## src/verilog/lmcs_defines.vh

```
// constants for the logger mission control and status block
`ifndef LMCS_DEFINES_VH
`define LMCS_DEFINES_VH
`define LMCS_ADDR_CFG 10'h213
`define LMCS_ADDR_ALM 10'h214
`define LMCS_ADDR_STS 10'h215
`define LMCS_CFG_TLOG 0
`define LMCS_CFG_HLOG 1
`define LMCS_CFG_TWIDE 2
`define LMCS_CFG_HWIDE 3
`define LMCS_CFG_ROLL 4
`define LMCS_CFG_START_ON_TEMP_ALARM 5
`define LMCS_CFG_RESET 6'h00
`define LMCS_CFG_FIXED 2'h3
`define LMCS_ALM_FIXED 3'h7
`define LMCS_LOG_BASE 13'h1000
`define LMCS_LOG_END 14'h3000
`define LMCS_HUM_EQ 14'h2000
`define LMCS_HUM_T8H16 14'h1A00
`define LMCS_HUM_T16H8 14'h2400
`define LMCS_PTR_W 14
`endif

```

## src/verilog/lmcs_top.v

```verilog
// mission configuration, alarm flags and status logic of the data logger
`timescale 1ns/10ps
`include "lmcs_defines.vh"
module lmcs_top (
  input wire mclk_i,
  input wire rst_n_i,
  input wire reg_wr_i,
  input wire [9:0] reg_addr_i,
  input wire [7:0] reg_wdata_i,
  input wire clear_memory_i,
  input wire start_mission_i,
  input wire stop_mission_i,
  input wire forced_conv_i,
  input wire sample_tick_i,
  input wire temp_high_alarm_enable_i,
  input wire temp_low_alarm_enable_i,
  input wire humid_high_alarm_enable_i,
  input wire humid_low_alarm_enable_i,
  input wire [7:0] temp_high_thr_i,
  input wire [7:0] temp_low_thr_i,
  input wire [7:0] humid_high_thr_i,
  input wire [7:0] humid_low_thr_i,
  input wire [15:0] temp_sample_i,
  input wire [15:0] humid_sample_i,
  output reg [7:0] reg_rdata_o,
  output reg log_wr_o,
  output reg [13:0] log_addr_o,
  output reg [7:0] log_data_o,
  output reg temp_conv_8bit_o,
  output reg conv_run_o,
  output reg start_ok_o,
  output reg [13:0] temp_start_o,
  output reg [13:0] humid_start_o
);
////////////////////////////////////////////////////////////////////////
reg [5:0] cfg_r;
reg battery_reset_flag_r, humid_high_flag_r, humid_low_flag_r, temp_high_flag_r, temp_low_flag_r;
reg awaiting_temp_alarm_r, memory_cleared_flag_r, mission_active_r, log_full_r;
reg [13:0] tptr_r, hptr_r;
reg [2:0] wq_cnt_r;
reg [7:0] wq_b0_r, wq_b1_r, wq_b2_r, wq_b3_r;
reg [13:0] wq_a0_r, wq_a1_r;
reg [2:0] wq_kind_r;
reg [7:0] rdata_nxt;
wire temp_log_enable = cfg_r[`LMCS_CFG_TLOG];
wire humid_log_enable = cfg_r[`LMCS_CFG_HLOG];
wire temp_format_wide = cfg_r[`LMCS_CFG_TWIDE];
wire humid_format_wide = cfg_r[`LMCS_CFG_HWIDE];
wire rollover_enable = cfg_r[`LMCS_CFG_ROLL];
wire start_on_temp_alarm = cfg_r[`LMCS_CFG_START_ON_TEMP_ALARM];
////////////////////////////////////////////////////////////////////////
// start address decode
function [13:0] hum_start;
  input tl, tw, hw;
  begin
    if (!tl)
      hum_start = {1'b0, `LMCS_LOG_BASE};
    else if (tw == hw)
      hum_start = `LMCS_HUM_EQ;
    else if (hw)
      hum_start = `LMCS_HUM_T8H16;
    else
      hum_start = `LMCS_HUM_T16H8;
  end
endfunction
// pointer advance with wrap or full
function [14:0] ptr_adv;
  input [13:0] p;
  input [13:0] base;
  input [13:0] lim;
  input wide;
  reg [14:0] n;
  begin
    n = {1'b0, p} + (wide ? 15'h0002 : 15'h0001);
    if (n[13:0] >= lim || n[14])
      ptr_adv = {1'b1, base};
    else
      ptr_adv = n;
  end
endfunction
wire [13:0] t_base = {1'b0, `LMCS_LOG_BASE};
wire [13:0] h_base = hum_start(temp_log_enable, temp_format_wide, humid_format_wide);
wire [13:0] t_lim = humid_log_enable ? h_base : `LMCS_LOG_END;
wire [13:0] h_lim = `LMCS_LOG_END;
////////////////////////////////////////////////////////////////////////
// alarm evaluation, high byte of each sample
wire [7:0] t_val = temp_sample_i[15:8];
wire [7:0] h_val = humid_sample_i[15:8];
wire in_mis = mission_active_r && sample_tick_i && !log_full_r;
wire conv_ev = in_mis || (forced_conv_i && !mission_active_r);
wire t_hi = conv_ev && (temp_log_enable || forced_conv_i) && temp_high_alarm_enable_i && (t_val >= temp_high_thr_i);
wire t_lo = conv_ev && (temp_log_enable || forced_conv_i) && temp_low_alarm_enable_i && (t_val <= temp_low_thr_i);
wire h_hi = conv_ev && (humid_log_enable || forced_conv_i) && humid_high_alarm_enable_i && (h_val >= humid_high_thr_i);
wire h_lo = conv_ev && (humid_log_enable || forced_conv_i) && humid_low_alarm_enable_i && (h_val <= humid_low_thr_i);
wire t_alarm = t_hi || t_lo;
wire can_start = memory_cleared_flag_r && (temp_log_enable || humid_log_enable) && !mission_active_r;
wire do_start = start_mission_i && can_start;
wire logging = in_mis && !(awaiting_temp_alarm_r && !t_alarm);
wire t_do = logging && temp_log_enable;
wire h_do = logging && humid_log_enable;
wire [14:0] t_adv = ptr_adv(tptr_r, t_base, t_lim, temp_format_wide);
wire [14:0] h_adv = ptr_adv(hptr_r, h_base, h_lim, humid_format_wide);
wire wrap = (t_do && t_adv[14]) || (h_do && h_adv[14]);
////////////////////////////////////////////////////////////////////////
// configuration register
always @(posedge mclk_i or negedge rst_n_i) begin
  if (!rst_n_i) begin
    cfg_r <= `LMCS_CFG_RESET;
  end else if (reg_wr_i && reg_addr_i == `LMCS_ADDR_CFG && !mission_active_r) begin
    cfg_r <= reg_wdata_i[5:0];
  end
end
////////////////////////////////////////////////////////////////////////
// flags and mission state
always @(posedge mclk_i or negedge rst_n_i) begin
  if (!rst_n_i) begin
    battery_reset_flag_r <= 1'b1;
    humid_high_flag_r <= 1'b0;
    humid_low_flag_r <= 1'b0;
    temp_high_flag_r <= 1'b0;
    temp_low_flag_r <= 1'b0;
    awaiting_temp_alarm_r <= 1'b0;
    memory_cleared_flag_r <= 1'b0;
    mission_active_r <= 1'b0;
    log_full_r <= 1'b0;
    tptr_r <= 14'h0000;
    hptr_r <= 14'h0000;
  end else begin
    if (clear_memory_i) begin
      battery_reset_flag_r <= 1'b0;
      memory_cleared_flag_r <= 1'b1;
    end
    // set wins over clear
    humid_high_flag_r <= (humid_high_flag_r && !clear_memory_i) || h_hi;
    humid_low_flag_r <= (humid_low_flag_r && !clear_memory_i) || h_lo;
    temp_high_flag_r <= (temp_high_flag_r && !clear_memory_i) || t_hi;
    temp_low_flag_r <= (temp_low_flag_r && !clear_memory_i) || t_lo;
    if (do_start) begin
      mission_active_r <= 1'b1;
      memory_cleared_flag_r <= 1'b0;
      awaiting_temp_alarm_r <= start_on_temp_alarm && temp_log_enable;
      log_full_r <= 1'b0;
      tptr_r <= t_base;
      hptr_r <= h_base;
    end else begin
      if (t_alarm)
        awaiting_temp_alarm_r <= 1'b0;
      if (stop_mission_i)
        mission_active_r <= 1'b0;
      if (t_do)
        tptr_r <= t_adv[13:0];
      if (h_do)
        hptr_r <= h_adv[13:0];
      if (wrap && !rollover_enable)
        log_full_r <= 1'b1;
    end
  end
end
////////////////////////////////////////////////////////////////////////
// log write sequencer, one byte per cycle, high byte first
always @(posedge mclk_i or negedge rst_n_i) begin
  if (!rst_n_i) begin
    wq_cnt_r <= 3'h0;
    wq_kind_r <= 3'h0;
    wq_b0_r <= 8'h00;
    wq_b1_r <= 8'h00;
    wq_b2_r <= 8'h00;
    wq_b3_r <= 8'h00;
    wq_a0_r <= 14'h0000;
    wq_a1_r <= 14'h0000;
    log_wr_o <= 1'b0;
    log_addr_o <= 14'h0000;
    log_data_o <= 8'h00;
  end else if (t_do || h_do) begin
    wq_b0_r <= temp_format_wide ? temp_sample_i[15:8] : t_val;
    wq_b1_r <= temp_sample_i[7:0];
    wq_b2_r <= humid_format_wide ? humid_sample_i[15:8] : h_val;
    wq_b3_r <= humid_sample_i[7:0];
    wq_a0_r <= tptr_r;
    wq_a1_r <= hptr_r;
    wq_kind_r <= {h_do, t_do, 1'b0};
    wq_cnt_r <= 3'h4;
    log_wr_o <= 1'b0;
  end else if (wq_cnt_r != 3'h0) begin
    wq_cnt_r <= wq_cnt_r - 3'h1;
    case (wq_cnt_r)
      3'h4: begin
        log_wr_o <= wq_kind_r[1];
        log_addr_o <= wq_a0_r;
        log_data_o <= wq_b0_r;
      end
      3'h3: begin
        log_wr_o <= wq_kind_r[1] && temp_format_wide;
        log_addr_o <= wq_a0_r + 14'h0001;
        log_data_o <= wq_b1_r;
      end
      3'h2: begin
        log_wr_o <= wq_kind_r[2];
        log_addr_o <= wq_a1_r;
        log_data_o <= wq_b2_r;
      end
      3'h1: begin
        log_wr_o <= wq_kind_r[2] && humid_format_wide;
        log_addr_o <= wq_a1_r + 14'h0001;
        log_data_o <= wq_b3_r;
      end
      default: begin
        log_wr_o <= 1'b0;
      end
    endcase
  end else begin
    log_wr_o <= 1'b0;
  end
end
////////////////////////////////////////////////////////////////////////
// read mux and status outputs
always @* begin
  case (reg_addr_i)
    `LMCS_ADDR_CFG: rdata_nxt = {`LMCS_CFG_FIXED, cfg_r};
    `LMCS_ADDR_ALM: rdata_nxt = {battery_reset_flag_r, `LMCS_ALM_FIXED, humid_high_flag_r, humid_low_flag_r,
                                 temp_high_flag_r, temp_low_flag_r};
    `LMCS_ADDR_STS: rdata_nxt = {2'h3, 1'b0, awaiting_temp_alarm_r, memory_cleared_flag_r, 1'b0,
                                 mission_active_r, 1'b0};
    default: rdata_nxt = 8'h00;
  endcase
end
always @(posedge mclk_i or negedge rst_n_i) begin
  if (!rst_n_i) begin
    reg_rdata_o <= 8'h00;
    temp_conv_8bit_o <= 1'b0;
    conv_run_o <= 1'b0;
    start_ok_o <= 1'b0;
    temp_start_o <= 14'h0000;
    humid_start_o <= 14'h0000;
  end else begin
    reg_rdata_o <= rdata_nxt;
    temp_conv_8bit_o <= awaiting_temp_alarm_r && mission_active_r;
    conv_run_o <= mission_active_r && !log_full_r;
    start_ok_o <= do_start;
    temp_start_o <= t_base;
    humid_start_o <= h_base;
  end
end
endmodule // lmcs_top

```

## config.mk

```make
export PLATFORM = sky130hd
export DESIGN_NAME = lmcs_top
export DESIGN_NICKNAME = d
export VERILOG_FILES = /design/src/verilog/lmcs_top.v
export VERILOG_INCLUDE_DIRS = /design/src /design/src/verilog
export SDC_FILE = /design/constraint.sdc
export NUM_CORES = 1
export LEC_CHECK = 0
export ABC_CLOCK_PERIOD_IN_PS = 6250
export BUFFER_PORTS_ARGS = -buffer_cell sky130_fd_sc_hd__buf_2
export CORE_MARGIN = 3
export CORE_UTILIZATION = 55
export DETAILED_ROUTE_END_ITERATION = 12
export PLACE_DENSITY = 0.79
export SYNTH_ARGS = -nofsm -noshare
export SYNTH_HDL_FRONTEND = slang
export SYNTH_SLANG_ARGS = --single-unit
export TNS_END_PERCENT = 100
```

## constraint.sdc

```tcl
create_clock -name mclk_i -period 6.25 [get_ports mclk_i]
set_clock_uncertainty 0.05 [all_clocks]
set_input_delay 1.25 -clock mclk_i [delete_from_list [all_inputs] [get_ports mclk_i]]
set_output_delay 1.25 -clock mclk_i [all_outputs]
set_load 0.005 [all_outputs]
```

# Yosys cells after proc, flatten, opt, wreduce, memory -nomap -nowiden
# Index checks and enable logic that the tools add are counted.
[word_totals] regBits=157 n_memories=0 ramBits=0 latch_bits=0 elab_cells=140 mem_bits_ro=0
[classes] n_eq_ne=8 mux=28 n_reduce_logical=63 bitwise=1 magnitude_cmp=6 div_mod_pow=0 multipliers=0 n_shift=0 addsub=5
[ops] operator="$mux 14" count=8
[ops] operator="$pmux 14 s4" count=1
[ops] operator="$logic_and 1x1->1" count=34
[ops] operator="$pmux 8 s4" count=1
[ops] operator="$add 14x2->15" count=2
[ops] operator="$eq 10x10->1 const B" count=3
[ops] operator="$mux 15" count=2
[ops] operator="$add 14x1->14 const B" count=2
[ops] operator="$pmux 8 s3" count=1
[ops] operator="$ge 8x8->1" count=2
[ops] operator="$le 8x8->1" count=2
[ops] operator="$ge 14x14->1" count=1
[ops] operator="$ge 14x14->1 const B" count=1
[ops] operator="$reduce_bool 2->1" count=7
[ops] operator="$logic_or 1x1->1" count=13
[ops] operator="$mux 1" count=10
[ops] operator="$eq 3x2->1 const B" count=2
[ops] operator="$logic_not 1->1" count=6
[ops] operator="$mux 3" count=2
[ops] operator="$mux 2" count=2
[ops] operator="$pmux 1 s4" count=1
[ops] operator="$reduce_bool 4->1" count=1
[ops] operator="$eq 3x1->1 const B" count=1
[ops] operator="$eq 3x3->1 const B" count=1
[ops] operator="other kinds (5)" count=5

# Logic depth before layout (Yosys ltp)
[logic_depth] word_depth=17 mapped_depth=17 ltp_nobuf=15

# Worst setup path after synthesis
# Ideal clock, no wire load.
[synth_timing] path_type="reg2reg" from="register cfg_r[2]" to="register tptr_r[8]" synth_period_minus_slack_ns=3.639 arrival_time_ns=3.506 t_required_ns=6.117 n_path_buf=2 path_slack_ns=2.611 stages_incl_launch_ff=17 setup_ns=0.083 cell_sequence="dfrtp_1 -> inv_1 -> ha_1 -> fa_1 -> and4_1 -> buf_2 -> and2b_1 -> and3_1 -> xor2_1 -> ha_1 -> a21oi_1 -> o21ai_0 -> a221o_1 -> nor3_2 -> buf_2 -> a21oi_1 -> o22ai_1"
[synth_between] elab_chain_cells=9 word_cells_on_any_way=11 classes_between="add/sub: 1; order compare: 1; eq/ne: 1; mux: 7; reduce/logical: 1"
[synth_lines] item="start: declaration" line_no="lmcs_top.v:36" rtl="reg [5:0] cfg_r;"
[synth_lines] item="start signal: assignment" line_no="lmcs_top.v:108" rtl="cfg_r <= `LMCS_CFG_RESET;"
[synth_lines] item="start signal: assignment" line_no="lmcs_top.v:110" rtl="cfg_r <= reg_wdata_i[5:0];"
[synth_lines] item="branches (longest 6 deep; another with $add 14x2->15)"
[synth_lines] item="$mux 15 (*)" line_no="lmcs_top.v:75" rtl="if (n[13:0] >= lim || n[14])"
[synth_lines] item="$mux 14 (*)" line_no="lmcs_top.v:150" rtl="if (t_do)"
[synth_lines] item="$mux 14 (*)" line_no="lmcs_top.v:138" rtl="if (do_start) begin"
[synth_lines] item="end signal: assignment" line_no="lmcs_top.v:143" rtl="tptr_r <= t_base;"
[synth_lines] item="end signal: assignment" line_no="lmcs_top.v:151" rtl="tptr_r <= t_adv[13:0];"
[synth_lines] item="end: declaration" line_no="lmcs_top.v:39" rtl="reg [13:0] tptr_r, hptr_r;"
# Mark *: on every way between the ends. The select of a mux whose other input is x is not followed.
# A chain may end at the register's enable or synchronous reset.

# Worst setup path after layout
[layout_timing] from="register cfg_r[2]" to="register tptr_r[5]"
# The elaborated chain is that of the path after synthesis.

==> summary.md <==
| Metric | Value |
|---|---|
| Max Cap Viol | 0 |
| CP Capture Type | register |
| Crit path kind | register to register |
| Share of power burned in registers | 37.4% |
| Worst-Margin Slew | 1.22 ns |
| Fillers | 1268 |
| Clock buffer depth | 2 |
| Area Overhead vs Synth | 15.4% |
| Worst EP required | 6.54 ns |
| DR WL/cell | 17.8 um |
| Vias per inst | 5.95 |
| Top FF cell, synth | dfrtp_1 |
| CP startpoint kind | register |
| Cell Pwr Density | roughly 270 mW/mm2 |
| Period minus WS final | 4.87 ns |
| CP arrival | 5.16 ns |
| Final Hold Viols | 0 |
| Gr ovfl total | 0 |
| Number of library cell types mapped by synthesis | 77 |
| Critical path's top delay family | simple AND/OR/NAND/NOR gates |
| Share of cells above drive strength 1 | 27.0% |
| Async SR Flop Fraction | 100% |
| DRC errors left | 0 |
| Slew Limit Fails | 0 |
| CTS tree | done |
| Top-area cell type share of the netlist area | 41.6% |
| Synth area leader | dfrtp_1 |
| Cell mode on critical path | ha_1 |
| Antenna violations before repair | 0 |
| Vias in the first global route | 6973 |
| 1st-pass router iterations | 5 |
| Core Rows | 45 |
| Crit path buffers/inverters | 1 |
| Post-synthesis cell area | 0.00879 mm2 |
| CP max stage delay | 0.73 ns |
| Number of placed I/O pins | 156 |
| Hold Crit Class | register to register |
| Post-synth EDFFs | 0 |
| Routability Congestion | about 0.93 |
| Pint | 0.00191 W |
| Final #Nets | 1153 |
| First-pass GRT wire length | 35700 um |
| Maximum VDD drop | 265 uV |
| Critical Path Fanout Max | 13 |
| Routed Antenna Nets | 0 |
| TritonCTS Sinks | ~150 |
| Starting density of the core | 57.0% |
| Mapped Cells | 894 |
| TNS Setup | 0 ns |
| Root Buffer | clkbuf_16 |
| Hold_buf cts | 0 |
| Largest net degree at the start of global routing | 96 |
| RSZ-0062 raised after global routing | no |
| Worst slack at placement | 1.57 ns |
| Crit path max-delay cell type | nor3_2 |
| Final period util | 77.9% |
| Setup-failing EPs final | 0 |
| Number of buffers added on ports | 131 |
| Clk_lat worst skew | 0.42 ns |
| Achievable frequency | 0.205 GHz |
| Detailed Route WL | around 22000 um |
| Rel. slew slack | ~18% |
| Final worst slack | 1.38 ns |
| Status | completed |
| Die width | about 130 um |
| Leak | 5.18 nW |
| Net Sw Frac | 30.6% |
| Overall Global Routing Usage | between 20% and 30% |
| Die Area | 0.0175 mm2 |
| # H-tree levels | 4 |
| Core Region | ~0.015 mm2 |
| Critical-path cell list | inv_1, ha_1, fa_1, and4_1, and2b_1, and3_1, xor2_1, ha_1, a21oi_1, o21ai_0, a221o_1, nor3_2, nand3_1, o22ai_1 |
| Syn_area_per_cell | around 9.8 um2 |
| Reg clk slew, reported paths | 0.07 ns |
| FF+latch count, synth | 147 |
| Number of gates resized after cts | 0 |
| Area of the multi-input gates | approximately 0.0046 mm2 |
| Die Y-Extent | 132 um |
| Register area share after synthesis | 41.9% |
| FF/Latch Area | 0.00368 mm2 |
| Top post-synthesis cells by area | dfrtp_1 (42%), mux2_2 (10%), ha_1 (6.8%) |
| DRT iter0 DRCs | 822 |
| Post-DP HPWL | 15800 um |
| Clock power frac | 39.4% |
| Num CTS Buffers | 17 |
| Layout Utilization | 65.7% |
| Final worst hold slack | 0.436 ns |
| Vias | 7346 |
| NetSw | 0.000845 W |
| Synth Warn # | 0 |
| Logic pwr share | 23.2% |
| Setup bufs post-CTS | 0 |
[synthesized netlist by cell type, types with 11 or more instances]
cell,instances
dfrtp_1,146
nand2_1,89
mux2_2,78
inv_1,65
o21ai_0,52
ha_1,48
nor2_1,44
a21oi_1,39
nand3_1,37
buf_4,24
clkbuf_1,21
nand4_1,15
buf_2,14
and3_1,13
o22ai_1,13
a21o_1,12
o211ai_1,12
nor2b_1,11
[area by class of cell]
class | count | area share, %
Timing Repair Buffer | 139 | 7.24
Clock buffer | 18 | 4.23
Multi-Input combinational cell | 639 | 45.2
Sequential cell | 147 | 36.3
Inverter | 65 | 2.41
Clock inverter | 14 | 2.00
Tap cell | 211 | 2.60
Antenna cell | 1 | 0.0247
[cells in the final DEF, fill, tap and decap left out, types with 10 or more instances in the layout]
| master | synthesis | final |
|---|---|---|
| dfrtp_1 | 146 | 146 |
| buf_2 | 14 | 130 |
| nand2_1 | 89 | 89 |
| mux2_2 | 78 | 78 |
| inv_1 | 65 | 65 |
| o21ai_0 | 52 | 52 |
| ha_1 | 48 | 48 |
| nor2_1 | 44 | 44 |
| a21oi_1 | 39 | 39 |
| nand3_1 | 37 | 37 |
| conb_1 | 2 | 23 |
| clkbuf_16 | 0 | 17 |
| nand4_1 | 15 | 15 |
| and3_1 | 13 | 13 |
| o22ai_1 | 13 | 13 |
| a21o_1 | 12 | 12 |
| o211ai_1 | 12 | 12 |
| nor2b_1 | 11 | 11 |
| nor3_1 | 10 | 10 |
| a221o_1 | 10 | 10 |
[worst paths after layout]
path	endpoint	depth (start not counted)	start	slack [ns]
max	tptr_r[5]$_DFFE_PN0P_	14	cfg_r[2]$_DFFE_PN0P_	1.38
min	battery_reset_flag_r$_DFFE_PN1P_	1	battery_reset_flag_r$_DFFE_PN1P_	0.44
max reg2reg	tptr_r[5]$_DFFE_PN0P_	14	cfg_r[2]$_DFFE_PN0P_	1.38
min reg2reg	battery_reset_flag_r$_DFFE_PN1P_	1	battery_reset_flag_r$_DFFE_PN1P_	0.44
max in group asynchronous	log_addr_o[4]$_DFFE_PN0P_	2	rst_n_i	4.10
min in group asynchronous	wq_a1_r[5]$_DFFE_PN0P_	1	rst_n_i	0.86
[per-stage QoR]
stage	std cells	area [um2]	power, W
finish	1234	10100	0.00276
CTS	1233	10100	0.00277
floorplan	915	8870	0.00152
global placement	1201	9510	0.00167
global route	1233	10100	0.00289
detailed placement	1201	9510	0.00168
[kinds of logic (layout without fill, tap and decap cells)]
logic type,Yosys count,count (layout),share of synthesized area (%)
xor gates and xnor gates,8,8,0.797
and+or+nand+nor,259,259,14.7
buffers and inverters,129,236,6.99
AOI/OAI and AO/OA,211,211,17.0
muxes,88,88,11.2
other,2,24,0.0855
DFF,147,147,41.9
adders and majority gates,50,50,7.29
[registers in the layout, indices dropped and copies added (netlist names), 14 cells and up]
signal	count
hptr_r	14
wq_a0_r	14
log_addr_o	14
wq_a1_r	14
tptr_r	14
[metal layers]
layer  vias up  part of all wire (%)  wire length (um)  GRT usage (%)
li1       3449                     -                 -              -
met1      3543                    44              9580           36.1
met2       319                    47             10200           38.4
met3        35                   7.8              1700           5.76
met4         0                   1.9               416           8.03
met5         -                     0                 0              0
[power by group through the flow]
stage	Combinational, W	Sequential (W)	Clock [W]
6_report	0.000640	0.00103	0.00109
3_5_place_dp	0.000633	0.00105	0
5_1_grt	0.000706	0.00104	0.00115
2_1_floorplan	0.000480	0.00104	0
4_1_cts	0.000636	0.00103	0.00110
3_3_place_gp	0.000620	0.00105	0
Power figures use the tool's default switching activity.
